$ cat src/core/macrc_pkg.sv
/*
  Package for the MAC receive/transmit configuration and status registers:
  offsets, field positions, reset values and encodings.
  Assumes a byte-wide register port with 4-bit offsets.
*/
package macrc_pkg;
  // ==========================================================
  // register offsets (write and read share offsets)
  localparam logic [3:0] OFS_RX_CONFIG = 4'hc;
  localparam logic [3:0] OFS_RX_STATE = 4'hc;
  localparam logic [3:0] OFS_TX_CONFIG = 4'hd;
  localparam logic [3:0] OFS_ALIGN_TALLY = 4'hd;
  localparam logic [3:0] OFS_DATA_PORT_CONFIG = 4'he;
  localparam logic [3:0] OFS_FCS_TALLY = 4'he;
  localparam logic [3:0] OFS_IRQ_ENABLE_MASK = 4'hf;
  // ==========================================================
  // rx_config fields
  localparam int B_LISTEN_ONLY = 5;
  localparam int B_ALL_UNICAST = 4;
  localparam int B_MCAST_ACCEPT = 3;
  localparam int B_BCAST_ACCEPT = 2;
  localparam int B_RUNT_ACCEPT = 1;
  localparam int B_KEEP_ERR = 0;
  localparam logic [7:0] RX_CONFIG_MASK = 8'h3f;
  // rx_state fields
  localparam int B_RX_OFF = 6;
  localparam int B_MC_BC = 5;
  localparam int B_MISSED = 4;
  localparam int B_ALIGN_ERR = 2;
  localparam int B_FCS_ERR = 1;
  localparam int B_FRAME_OK = 0;
  // tx_config fields
  localparam int B_FULL_DUPLEX = 7;
  localparam int B_PAD_OFF = 6;
  localparam int B_LATE_RETRY = 5;
  localparam int B_LOOP_HI = 2;
  localparam int B_LOOP_LO = 1;
  localparam int B_FCS_INHIBIT = 0;
  localparam logic [7:0] TX_CONFIG_MASK = 8'he7;
  // data_port_config fields
  localparam int B_WORD_WIDTH = 0;
  localparam logic [7:0] DATA_PORT_MASK = 8'h01;
  // irq_enable_mask: bit 6 dma done .. bit 0 rx done
  localparam int IRQ_SOURCES = 7;
  localparam logic [7:0] IRQ_MASK_MASK = 8'h7f;
  // ==========================================================
  // reset values and misc
  localparam logic [7:0] RESET_BYTE = 8'h00;
  localparam logic [7:0] TALLY_MAX = 8'hff;
  localparam int MIN_FRAME_BYTES = 60;
  typedef enum logic [1:0] {
    MACRC_LB_NORMAL, MACRC_LB_MAC, MACRC_LB_PHY, MACRC_LB_RSVD
  } macrc_loop_t;
endpackage : macrc_pkg

$ cat src/core/macrc_regs.sv
/*
  Control and status register bank of an embedded Ethernet MAC.
  Assumes a synchronous host port (one-cycle strobes, read data one cycle
  later) and a receive datapath that pulses end-of-frame with its flags.
*/
// Chosen here: the address-and-strobe port.
// ==========================================================
module macrc_regs
  import macrc_pkg::*;
(
  // clock and reset
  input wire logic REF_CLK,
  input wire logic RSTN,
  // host register port
  input wire logic [3:0] ADDR,
  input wire logic [7:0] WDATA,
  input wire logic WR,
  input wire logic RD,
  output logic [7:0] RDATA,
  // receive datapath event at frame end
  input wire logic RX_END,
  input wire logic RX_DA_MATCH,
  input wire logic RX_DA_UNICAST,
  input wire logic RX_DA_MCAST,
  input wire logic RX_DA_BCAST,
  input wire logic RX_HASH_HIT,
  input wire logic RX_RUNT,
  input wire logic RX_FCS_ERR,
  input wire logic RX_ALIGN_ERR,
  input wire logic RX_NO_BUFFER,
  input wire logic RX_DISABLED,
  // other status sources
  input wire logic INT_PHY_USED,
  input wire logic MEDIA_DUPLEX,
  input wire logic [6:0] IRQ_PENDING,
  // controls to the MAC
  output logic RX_ACCEPT,
  output logic RX_STORE,
  output logic FULL_DUPLEX,
  output logic TX_PAD_EN,
  output logic TX_LATE_RETRY,
  output logic [1:0] LOOPBACK_MODE,
  output logic TX_FCS_EN,
  output logic WORD_PORT,
  output logic TALLY_OVF,
  output logic IRQ
);
  // ==========================================================
  // registers
  logic [7:0] rx_config_r;
  logic [7:0] rx_state_r;
  logic [7:0] tx_config_r;
  logic [7:0] align_tally_r;
  logic [7:0] fcs_tally_r;
  logic [7:0] data_port_config_r;
  logic [7:0] irq_enable_mask_r;
  logic [7:0] rdata_nxt;
  logic accept_nxt;
  logic rd_align;
  logic rd_fcs;
  logic [6:0] irq_hit;

  assign rd_align = RD && (ADDR == OFS_ALIGN_TALLY);
  assign rd_fcs = RD && (ADDR == OFS_FCS_TALLY);

  // ==========================================================
  // write side
  always_ff @(posedge REF_CLK or negedge RSTN) begin
    if (!RSTN) begin
      rx_config_r <= RESET_BYTE;
      tx_config_r <= RESET_BYTE;
      data_port_config_r <= RESET_BYTE;
      irq_enable_mask_r <= RESET_BYTE;
    end else if (WR) begin
      // reserved bits dropped; host should write them zero
      if (ADDR == OFS_RX_CONFIG) begin
        rx_config_r <= WDATA & RX_CONFIG_MASK;
      end else if (ADDR == OFS_TX_CONFIG) begin
        tx_config_r <= WDATA & TX_CONFIG_MASK;
      end else if (ADDR == OFS_DATA_PORT_CONFIG) begin
        data_port_config_r <= WDATA & DATA_PORT_MASK;
      end else if (ADDR == OFS_IRQ_ENABLE_MASK) begin
        irq_enable_mask_r <= WDATA & IRQ_MASK_MASK;
      end
    end
  end

  // ==========================================================
  // address acceptance
  always_comb begin
    accept_nxt = 1'b0;
    if (RX_DA_BCAST) begin
      accept_nxt = rx_config_r[B_BCAST_ACCEPT];
    end else if (RX_DA_MCAST) begin
      accept_nxt = rx_config_r[B_MCAST_ACCEPT] && RX_HASH_HIT;
    end else if (RX_DA_UNICAST) begin
      accept_nxt = RX_DA_MATCH || rx_config_r[B_ALL_UNICAST];
    end
    if (RX_RUNT && !rx_config_r[B_RUNT_ACCEPT]) begin
      accept_nxt = 1'b0;
    end
  end

  always_ff @(posedge REF_CLK or negedge RSTN) begin
    if (!RSTN) begin
      RX_ACCEPT <= 1'b0;
      RX_STORE <= 1'b0;
    end else if (RX_END) begin
      RX_ACCEPT <= accept_nxt;
      // listen-only still checks but never stores
      RX_STORE <= accept_nxt && !rx_config_r[B_LISTEN_ONLY]
        && (!(RX_FCS_ERR || RX_ALIGN_ERR)
        || rx_config_r[B_KEEP_ERR]);
    end else begin
      RX_ACCEPT <= 1'b0;
      RX_STORE <= 1'b0;
    end
  end

  // ==========================================================
  // receive status
  always_ff @(posedge REF_CLK or negedge RSTN) begin
    if (!RSTN) begin
      rx_state_r <= RESET_BYTE;
    end else if (RX_END) begin
      rx_state_r <= RESET_BYTE;
      rx_state_r[B_RX_OFF] <= RX_DISABLED;
      rx_state_r[B_MC_BC] <= RX_DA_MCAST || RX_DA_BCAST;
      rx_state_r[B_MISSED] <= RX_NO_BUFFER;
      rx_state_r[B_ALIGN_ERR] <= RX_ALIGN_ERR;
      rx_state_r[B_FCS_ERR] <= RX_FCS_ERR;
      rx_state_r[B_FRAME_OK] <= !(RX_ALIGN_ERR || RX_FCS_ERR);
    end else begin
      rx_state_r[B_RX_OFF] <= RX_DISABLED;
    end
  end

  // ==========================================================
  // error tallies; a read in the increment cycle clears the old count and keeps the new frame, leaving 1
  always_ff @(posedge REF_CLK or negedge RSTN) begin
    if (!RSTN) begin
      align_tally_r <= RESET_BYTE;
    end else if (RX_END && accept_nxt && RX_ALIGN_ERR) begin
      align_tally_r <= rd_align ? 8'h01 : align_tally_r + 8'h01;
    end else if (rd_align) begin
      align_tally_r <= RESET_BYTE;
    end
  end

  always_ff @(posedge REF_CLK or negedge RSTN) begin
    if (!RSTN) begin
      fcs_tally_r <= RESET_BYTE;
    end else if (RX_END && accept_nxt && RX_FCS_ERR) begin
      fcs_tally_r <= rd_fcs ? 8'h01 : fcs_tally_r + 8'h01;
    end else if (rd_fcs) begin
      fcs_tally_r <= RESET_BYTE;
    end
  end

  // ==========================================================
  // read port
  always_comb begin
    rdata_nxt = RESET_BYTE;
    if (ADDR == OFS_RX_STATE) begin
      rdata_nxt = rx_state_r;
    end else if (ADDR == OFS_ALIGN_TALLY) begin
      rdata_nxt = align_tally_r;
    end else if (ADDR == OFS_FCS_TALLY) begin
      rdata_nxt = fcs_tally_r;
    end
  end

  always_ff @(posedge REF_CLK or negedge RSTN) begin
    if (!RSTN) begin
      RDATA <= RESET_BYTE;
    end else begin
      RDATA <= RD ? rdata_nxt : RESET_BYTE;
    end
  end

  // ==========================================================
  // MAC controls
  always_ff @(posedge REF_CLK or negedge RSTN) begin
    if (!RSTN) begin
      FULL_DUPLEX <= 1'b0;
      TX_PAD_EN <= 1'b1;
      TX_LATE_RETRY <= 1'b0;
      LOOPBACK_MODE <= MACRC_LB_NORMAL;
      TX_FCS_EN <= 1'b1;
      WORD_PORT <= 1'b0;
      TALLY_OVF <= 1'b0;
    end else begin
      // integrated PHY resolves duplex itself
      FULL_DUPLEX <= !INT_PHY_USED
        && (tx_config_r[B_FULL_DUPLEX] || MEDIA_DUPLEX);
      TX_PAD_EN <= !tx_config_r[B_PAD_OFF];
      TX_LATE_RETRY <= tx_config_r[B_LATE_RETRY];
      LOOPBACK_MODE <= tx_config_r[B_LOOP_HI:B_LOOP_LO];
      TX_FCS_EN <= !tx_config_r[B_FCS_INHIBIT];
      WORD_PORT <= data_port_config_r[B_WORD_WIDTH];
      TALLY_OVF <= align_tally_r[7] || fcs_tally_r[7];
    end
  end

  // ==========================================================
  // interrupt gating per source
  genvar gi;
  generate
    for (gi = 0; gi < IRQ_SOURCES; gi++) begin : g_irq
      assign irq_hit[gi] = IRQ_PENDING[gi] && irq_enable_mask_r[gi];
    end
  endgenerate

  always_ff @(posedge REF_CLK or negedge RSTN) begin
    if (!RSTN) begin
      IRQ <= 1'b0;
    end else begin
      IRQ <= |irq_hit;
    end
  end

  // ==========================================================
  // checks
  property p_listen_no_store;
    @(posedge REF_CLK) disable iff (!RSTN)
    rx_config_r[B_LISTEN_ONLY] && RX_END |=> !RX_STORE;
  endproperty
  a_listen_no_store: assert property (p_listen_no_store)
    else $error("frame stored in listen-only mode");

  property p_bcast;
    @(posedge REF_CLK) disable iff (!RSTN)
    RX_END && RX_DA_BCAST && !RX_RUNT
      |=> RX_ACCEPT == $past(rx_config_r[B_BCAST_ACCEPT]);
  endproperty
  a_bcast: assert property (p_bcast)
    else $error("broadcast acceptance wrong");

  property p_mcast;
    @(posedge REF_CLK) disable iff (!RSTN)
    RX_END && RX_DA_MCAST && !RX_DA_BCAST && !RX_HASH_HIT |=> !RX_ACCEPT;
  endproperty
  a_mcast: assert property (p_mcast)
    else $error("multicast accepted without hash hit");

  property p_runt;
    @(posedge REF_CLK) disable iff (!RSTN)
    RX_END && RX_RUNT && !rx_config_r[B_RUNT_ACCEPT] |=> !RX_ACCEPT;
  endproperty
  a_runt: assert property (p_runt)
    else $error("runt accepted while disabled");

  property p_duplex;
    @(posedge REF_CLK) disable iff (!RSTN)
    ##1 FULL_DUPLEX == $past(!INT_PHY_USED
      && (tx_config_r[B_FULL_DUPLEX] || MEDIA_DUPLEX));
  endproperty
  a_duplex: assert property (p_duplex)
    else $error("duplex selection wrong");

  property p_tally_clear;
    @(posedge REF_CLK) disable iff (!RSTN)
    rd_align && !RX_END ##1 !RX_END |=> align_tally_r == 8'h00;
  endproperty
  a_tally_clear: assert property (p_tally_clear)
    else $error("alignment tally not cleared by read");

  property p_fcs_count;
    @(posedge REF_CLK) disable iff (!RSTN)
    RX_END && accept_nxt && RX_FCS_ERR && !rd_fcs
      |=> fcs_tally_r == $past(fcs_tally_r) + 8'h01;
  endproperty
  a_fcs_count: assert property (p_fcs_count)
    else $error("fcs tally did not increment");

  property p_reject_no_count;
    @(posedge REF_CLK) disable iff (!RSTN)
    RX_END && !accept_nxt && !rd_align |=> $stable(align_tally_r);
  endproperty
  a_reject_no_count: assert property (p_reject_no_count)
    else $error("tally counted unaccepted frame");

  property p_irq;
    @(posedge REF_CLK) disable iff (!RSTN)
    (irq_enable_mask_r[6:0] & IRQ_PENDING) == 7'h00 |=> !IRQ;
  endproperty
  a_irq: assert property (p_irq)
    else $error("interrupt without enabled source");

  property p_state_bit3;
    @(posedge REF_CLK) disable iff (!RSTN)
    RD && ADDR == OFS_RX_STATE |=> !RDATA[3];
  endproperty
  a_state_bit3: assert property (p_state_bit3)
    else $error("rx_state bit 3 not zero");

  property p_unicast;
    @(posedge REF_CLK) disable iff (!RSTN)
    RX_END && RX_DA_UNICAST && !RX_DA_MCAST && !RX_DA_BCAST && !RX_RUNT
      && rx_config_r[B_ALL_UNICAST] |=> RX_ACCEPT;
  endproperty
  a_unicast: assert property (p_unicast)
    else $error("unicast frame not accepted in accept-all mode");

  property p_err_store;
    @(posedge REF_CLK) disable iff (!RSTN)
    RX_END && (RX_FCS_ERR || RX_ALIGN_ERR) && !rx_config_r[B_KEEP_ERR]
      |=> !RX_STORE;
  endproperty
  a_err_store: assert property (p_err_store)
    else $error("error frame stored without keep-error-frames");

  property p_fcs_inhibit;
    @(posedge REF_CLK) disable iff (!RSTN)
    ##1 TX_FCS_EN == !$past(tx_config_r[B_FCS_INHIBIT]);
  endproperty
  a_fcs_inhibit: assert property (p_fcs_inhibit)
    else $error("fcs append control wrong");

  // read and increment in one cycle: the increment must survive
  property p_tally_race;
    @(posedge REF_CLK) disable iff (!RSTN)
    rd_align && RX_END && accept_nxt && RX_ALIGN_ERR
      |=> align_tally_r == 8'h01;
  endproperty
  a_tally_race: assert property (p_tally_race)
    else $error("tally increment lost to a coincident read");

  c_store: cover property (@(posedge REF_CLK) RX_STORE);
  c_align_read: cover property (@(posedge REF_CLK)
    align_tally_r != 8'h00 ##1 rd_align);
  c_irq: cover property (@(posedge REF_CLK) IRQ);
  c_tally_race: cover property (@(posedge REF_CLK) rd_align && RX_END);
endmodule // macrc_regs

$ cat config.mk
export PLATFORM = sky130hd
export DESIGN_NAME = macrc_regs
export DESIGN_NICKNAME = d
export VERILOG_FILES = /design/src/core/macrc_pkg.sv /design/src/core/macrc_regs.sv
export SDC_FILE = /design/constraint.sdc
export NUM_CORES = 1
export LEC_CHECK = 0
export ABC_AREA = 0
export ABC_CLOCK_PERIOD_IN_PS = 2500
export BUFFER_PORTS_ARGS = -buffer_cell sky130_fd_sc_hd__buf_2
export CAP_MARGIN = 10
export CORE_ASPECT_RATIO = 1.25
export CORE_MARGIN = 3
export CORE_UTILIZATION = 54
export DETAILED_ROUTE_END_ITERATION = 16
export PLACE_DENSITY = 0.79
export REMOVE_ABC_BUFFERS = 1
export SYNTH_ARGS = -nofsm -noshare
export SYNTH_HDL_FRONTEND = slang
export SYNTH_SLANG_ARGS = --single-unit
$ cat constraint.sdc
create_clock -name REF_CLK -period 2.5 [get_ports REF_CLK]
set_clock_uncertainty 0.2 [all_clocks]
set_input_delay 0.125 -clock REF_CLK [delete_from_list [all_inputs] [get_ports REF_CLK]]
set_output_delay 0.125 -clock REF_CLK [all_outputs]
set_load 0.02 [all_outputs]
==> metrics.md <==
| Metric | Value |
|---|---|
| Status | finished clean |
| Met1 track demand over resource in global routing | 0.306 |
| Worst setup timing slack at the placement stage | 0.509 ns |
| Die Wd | just under 70 um |
| Sw frac | 0.299 |
| M3 GR Usage | 0.0683 |
| Remaining antenna violation count | 0 |
| Launch instance of the worst register-to-register path | irq_enable_mask_r[4] |
| CTS root buffer | sky130_fd_sc_hd__clkbuf_8 |
| IO Port Bufs | 54 |
| Final total negative setup slack | 0 ns |
| Critical register-to-register path endpoint | IRQ |
| Clock Power Share | 0.335 |
| Worst Hold Path EP | align_tally_r[0] |
| Clock tree buffer depth | 2 |
| Number of antenna violations at the first check in global routing | 0 |
| Number of flops mapped to enable cells by yosys | 0 |
| Total congestion overflow | 0 |
| Initial core utilization | 0.583 |
| Share of the clock period used by the worst path after layout | 0.894 |
| Synthesized instance count | roughly 230 |
| Maximum fanout along the worst path | 2 |
| Post-DR wirelength/cell | roughly 17 um |
| Fin. Hold Viols | 0 |
| FF-to-FF setup slack | between 0.2 and 0.3 ns |
| Via Count | around 2300 |
| Most congested layer reported by global routing | met2 |
| Power density over the cells | ~770 nW/um2 |
| Cell repeated most along the worst path | sky130_fd_sc_hd__dlygate4sd3_1 |
| Overall routing resource usage | 0.252 |
| Final nets | 354 |
| Hold-fix buffers at CTS | 24 |
| Iter 0 DRT Violations | around 230 |
| Switching power | 0.000781 W |
| Master of the slowest instance on the critical path | sky130_fd_sc_hd__dlygate4sd3_1 |
| Data arrival, critical path | between 2 and 2.5 ns |
| CTS tree | yes |
| Number of gates resized after CTS | 0 |
| Worst-Skew Late Latency | roughly 0.35 ns |
| Ant diodes | 0 |
| Final worst-path setup slack | 0.266 ns |
| Detailed-placement wirelength estimate | between 4000 and 5000 um |
| Synthesized flop and latch total | between 60 and 70 |
| Yosys cell types | 41 |
| Rel. slew slack | 0.461 |
| Crit-path max cell delay | around 0.60 ns |
| Most used flip-flop cell after synthesis | sky130_fd_sc_hd__dfrtp_1 |
| Post-layout min period | 2.23 ns |
| Row count | 27 |
| Hold depth | 4 |
| Total I/O pin count | 55 |
| Warning count from the yosys run | 0 |
| Kind of end point of the critical path | flop |
| Combinational share of power | 0.175 |
| TritonCTS Sinks | a little over 60 |
| Number of global-route vias before repair | about 2300 |
| # Max-Cap Violations | 0 |
| Post-Synthesis Mean Instance Area | about 11 um2 |
| Clock slew at reported path FFs | 0.07 ns |
| Final WL | between 6000 and 7000 um |
| Post-CTS Setup Repair Bufs | 0 |
| Kind of path behind the tightest hold check | in2reg |
| Core area | 4560 um2 |
| Combined area of all synthesized cells | between 2000 and 3000 um2 |
| Fill cell total of the finished layout | ~320 |
| Share of total power in sequential cells | 0.490 |
| Clock buffer count from CTS | 9 |
| Worst VDD drop | ~0.64 mV |
| TritonRoute pass-1 iters | 4 |
| Slew of the pin with the lowest slew margin | just over 0.8 ns |
| Unrepaired setup endpoints after global routing | false |
| Critical hold path startpoint | ADDR[0] |
| Die outline height | roughly 84 um |
| Pleak | roughly 1.6 nW |
| Max Freq | around 450 MHz |
| Placer's final routability congestion estimate | just under 0.9 |
| Critical path class | reg2reg |
| Final Setup Violations | 0 |
| Number of max-slew violations in the final report | 0 |
| Internal portion of total power | between 0.0015 and 0.002 W |
| Fraction of final layout cells sized beyond drive strength 1 | 0.262 |
| Met2 capacity usage during global routing | 0.399 |
| Via density per instance | between 5 and 6 |
| Sequential fraction of the synthesis area | 0.575 |
| Largest net degree at the start of global routing | 36 |
| CP startpoint kind | flop |
| Data required time of the critical path | about 2.5 ns |
| Relative area change from synthesis to final layout | 28.3% |
| Global-route wire length before repair | between 10000 and 15000 um |
| Depth of the worst register-to-register path | 4 |
| Die Footprint | slightly below 6000 um2 |
| Drc violations | 0 |
| H-tree lvl count | 3 |
| Async set-or-reset flop fraction in the synthesized netlist | 1.00 |
| Worst path cell trace | a222oi_1, dlygate4sd3_1, nand3_1, dlygate4sd3_1 |
synthesized netlist by cell type, drive strengths merged (6+ instances only):
master	instances	area, um2
a21oi	13	65.1
and3	8	50.1
clkbuf	7	26.3
dfrtp	59	1480
inv	6	22.5
mux2	22	248
nand2	26	97.6
nand4	6	37.5
nor2	10	37.5
o21ai	14	70.1
o31ai	7	52.6
or4	7	52.6
worst max-delay path: cells and delay by family, from the launching register on:
kind,cells,cell delay (ns)
AO/OA/AOI/OAI,1,0.31
buffers and inverters,2,1.16
flip-flops,1,0.39
AND/OR/NAND/NOR,1,0.06
placed cells by master (no fill, tap or decap), types with 7 or more instances in the layout:
cell type and instances:
sky130_fd_sc_hd__buf_2 54, sky130_fd_sc_hd__o31ai_1 7, sky130_fd_sc_hd__nand2_1 26, sky130_fd_sc_hd__clkbuf_8 9
sky130_fd_sc_hd__nor2_1 10, sky130_fd_sc_hd__a21oi_1 13, sky130_fd_sc_hd__dfrtp_1 59, sky130_fd_sc_hd__and3_1 8
sky130_fd_sc_hd__or4_1 7, sky130_fd_sc_hd__mux2_1 18, sky130_fd_sc_hd__o21ai_1 8, sky130_fd_sc_hd__dlygate4sd3_1 24
power groups by stage:
stage               clock network, W  registers (W)  logic [W]
finish                      0.000875        0.00128   0.000458
detailed placement                 0        0.00129   0.000410
CTS                         0.000883        0.00127   0.000456
global placement                   0        0.00128   0.000389
floorplan                          0        0.00130   0.000216
global route                0.000935        0.00130   0.000518
cells by family (layout without fill, tap and decap cells):
group,after synthesis,count (layout),share of synthesized area
adders and majority gates,2,2,0.00941
AOI/OAI and AO/OA,48,48,0.114
and+or+nand+nor,78,78,0.156
buffers and inverters,17,104,0.0310
xor gates and xnor gates,2,2,0.00659
muxes,26,26,0.108
DFF,61,61,0.575
layer usage:
layer | share of wire | wire, um
met1 | 0.37 | 2340
met4 | 0.032 | 204
met2 | 0.53 | 3340
met5 | 0 | 0
met3 | 0.070 | 444
stage by stage:
step                      instances  hold WS [ns]  power (W)  utilization  instance area [um2]
final                           379        0.0192    0.00261        0.748                 3410
after global routing            379        0.0791    0.00275        0.748                 3410
after CTS                       379        0.0149    0.00261        0.748                 3410
after detailed placement        339        0.0435    0.00170        0.652                 2970
after global placement          339        0.0337    0.00167        0.652                 2970
after floorplan                 223        -0.371    0.00152            -                 2600
worst max path at each step:
stage / start / endpoint / slack, ns / depth (start not counted)
5_1_grt: irq_enable_mask_r[4] / IRQ / 0.18 / 4
3_5_place_dp: rx_config_r[4] / fcs_tally_r[7] / 0.51 / 4
4_1_cts: irq_enable_mask_r[4] / IRQ / 0.28 / 4
6_report: irq_enable_mask_r[4] / IRQ / 0.27 / 4
2_1_floorplan: rx_config_r[4] / fcs_tally_r[7] / 0.66 / 4
3_3_place_gp: rx_config_r[4] / fcs_tally_r[7] / 0.54 / 4
layout make-up:
cell class | count | area (um2) | area share
Clock buffer | 9 | 124 | 0.0363
Clock inverter | 7 | 75.1 | 0.0220
Inverter | 6 | 22.5 | 0.00660
Multi-Input combinational cell | 156 | 1050 | 0.307
Sequential cell | 61 | 1530 | 0.448
Tap cell | 58 | 72.6 | 0.0213
Timing Repair Buffer | 82 | 541 | 0.158
state kept, by name, summed over array words and instances, names as in the netlist:
register and flops:
TX_PAD_EN 1, data_port_config_r 1, RX_STORE 1, RDATA 8, IRQ 1, RX_ACCEPT 1, align_tally_r 8, FULL_DUPLEX 1
irq_enable_mask_r 7, fcs_tally_r 8, rx_config_r 6, rx_state_r 6, LOOPBACK_MODE 2, TX_LATE_RETRY 1, TALLY_OVF 1, tx_config_r 6
TX_FCS_EN 1, WORD_PORT 1
Power figures use the tool's default switching activity.
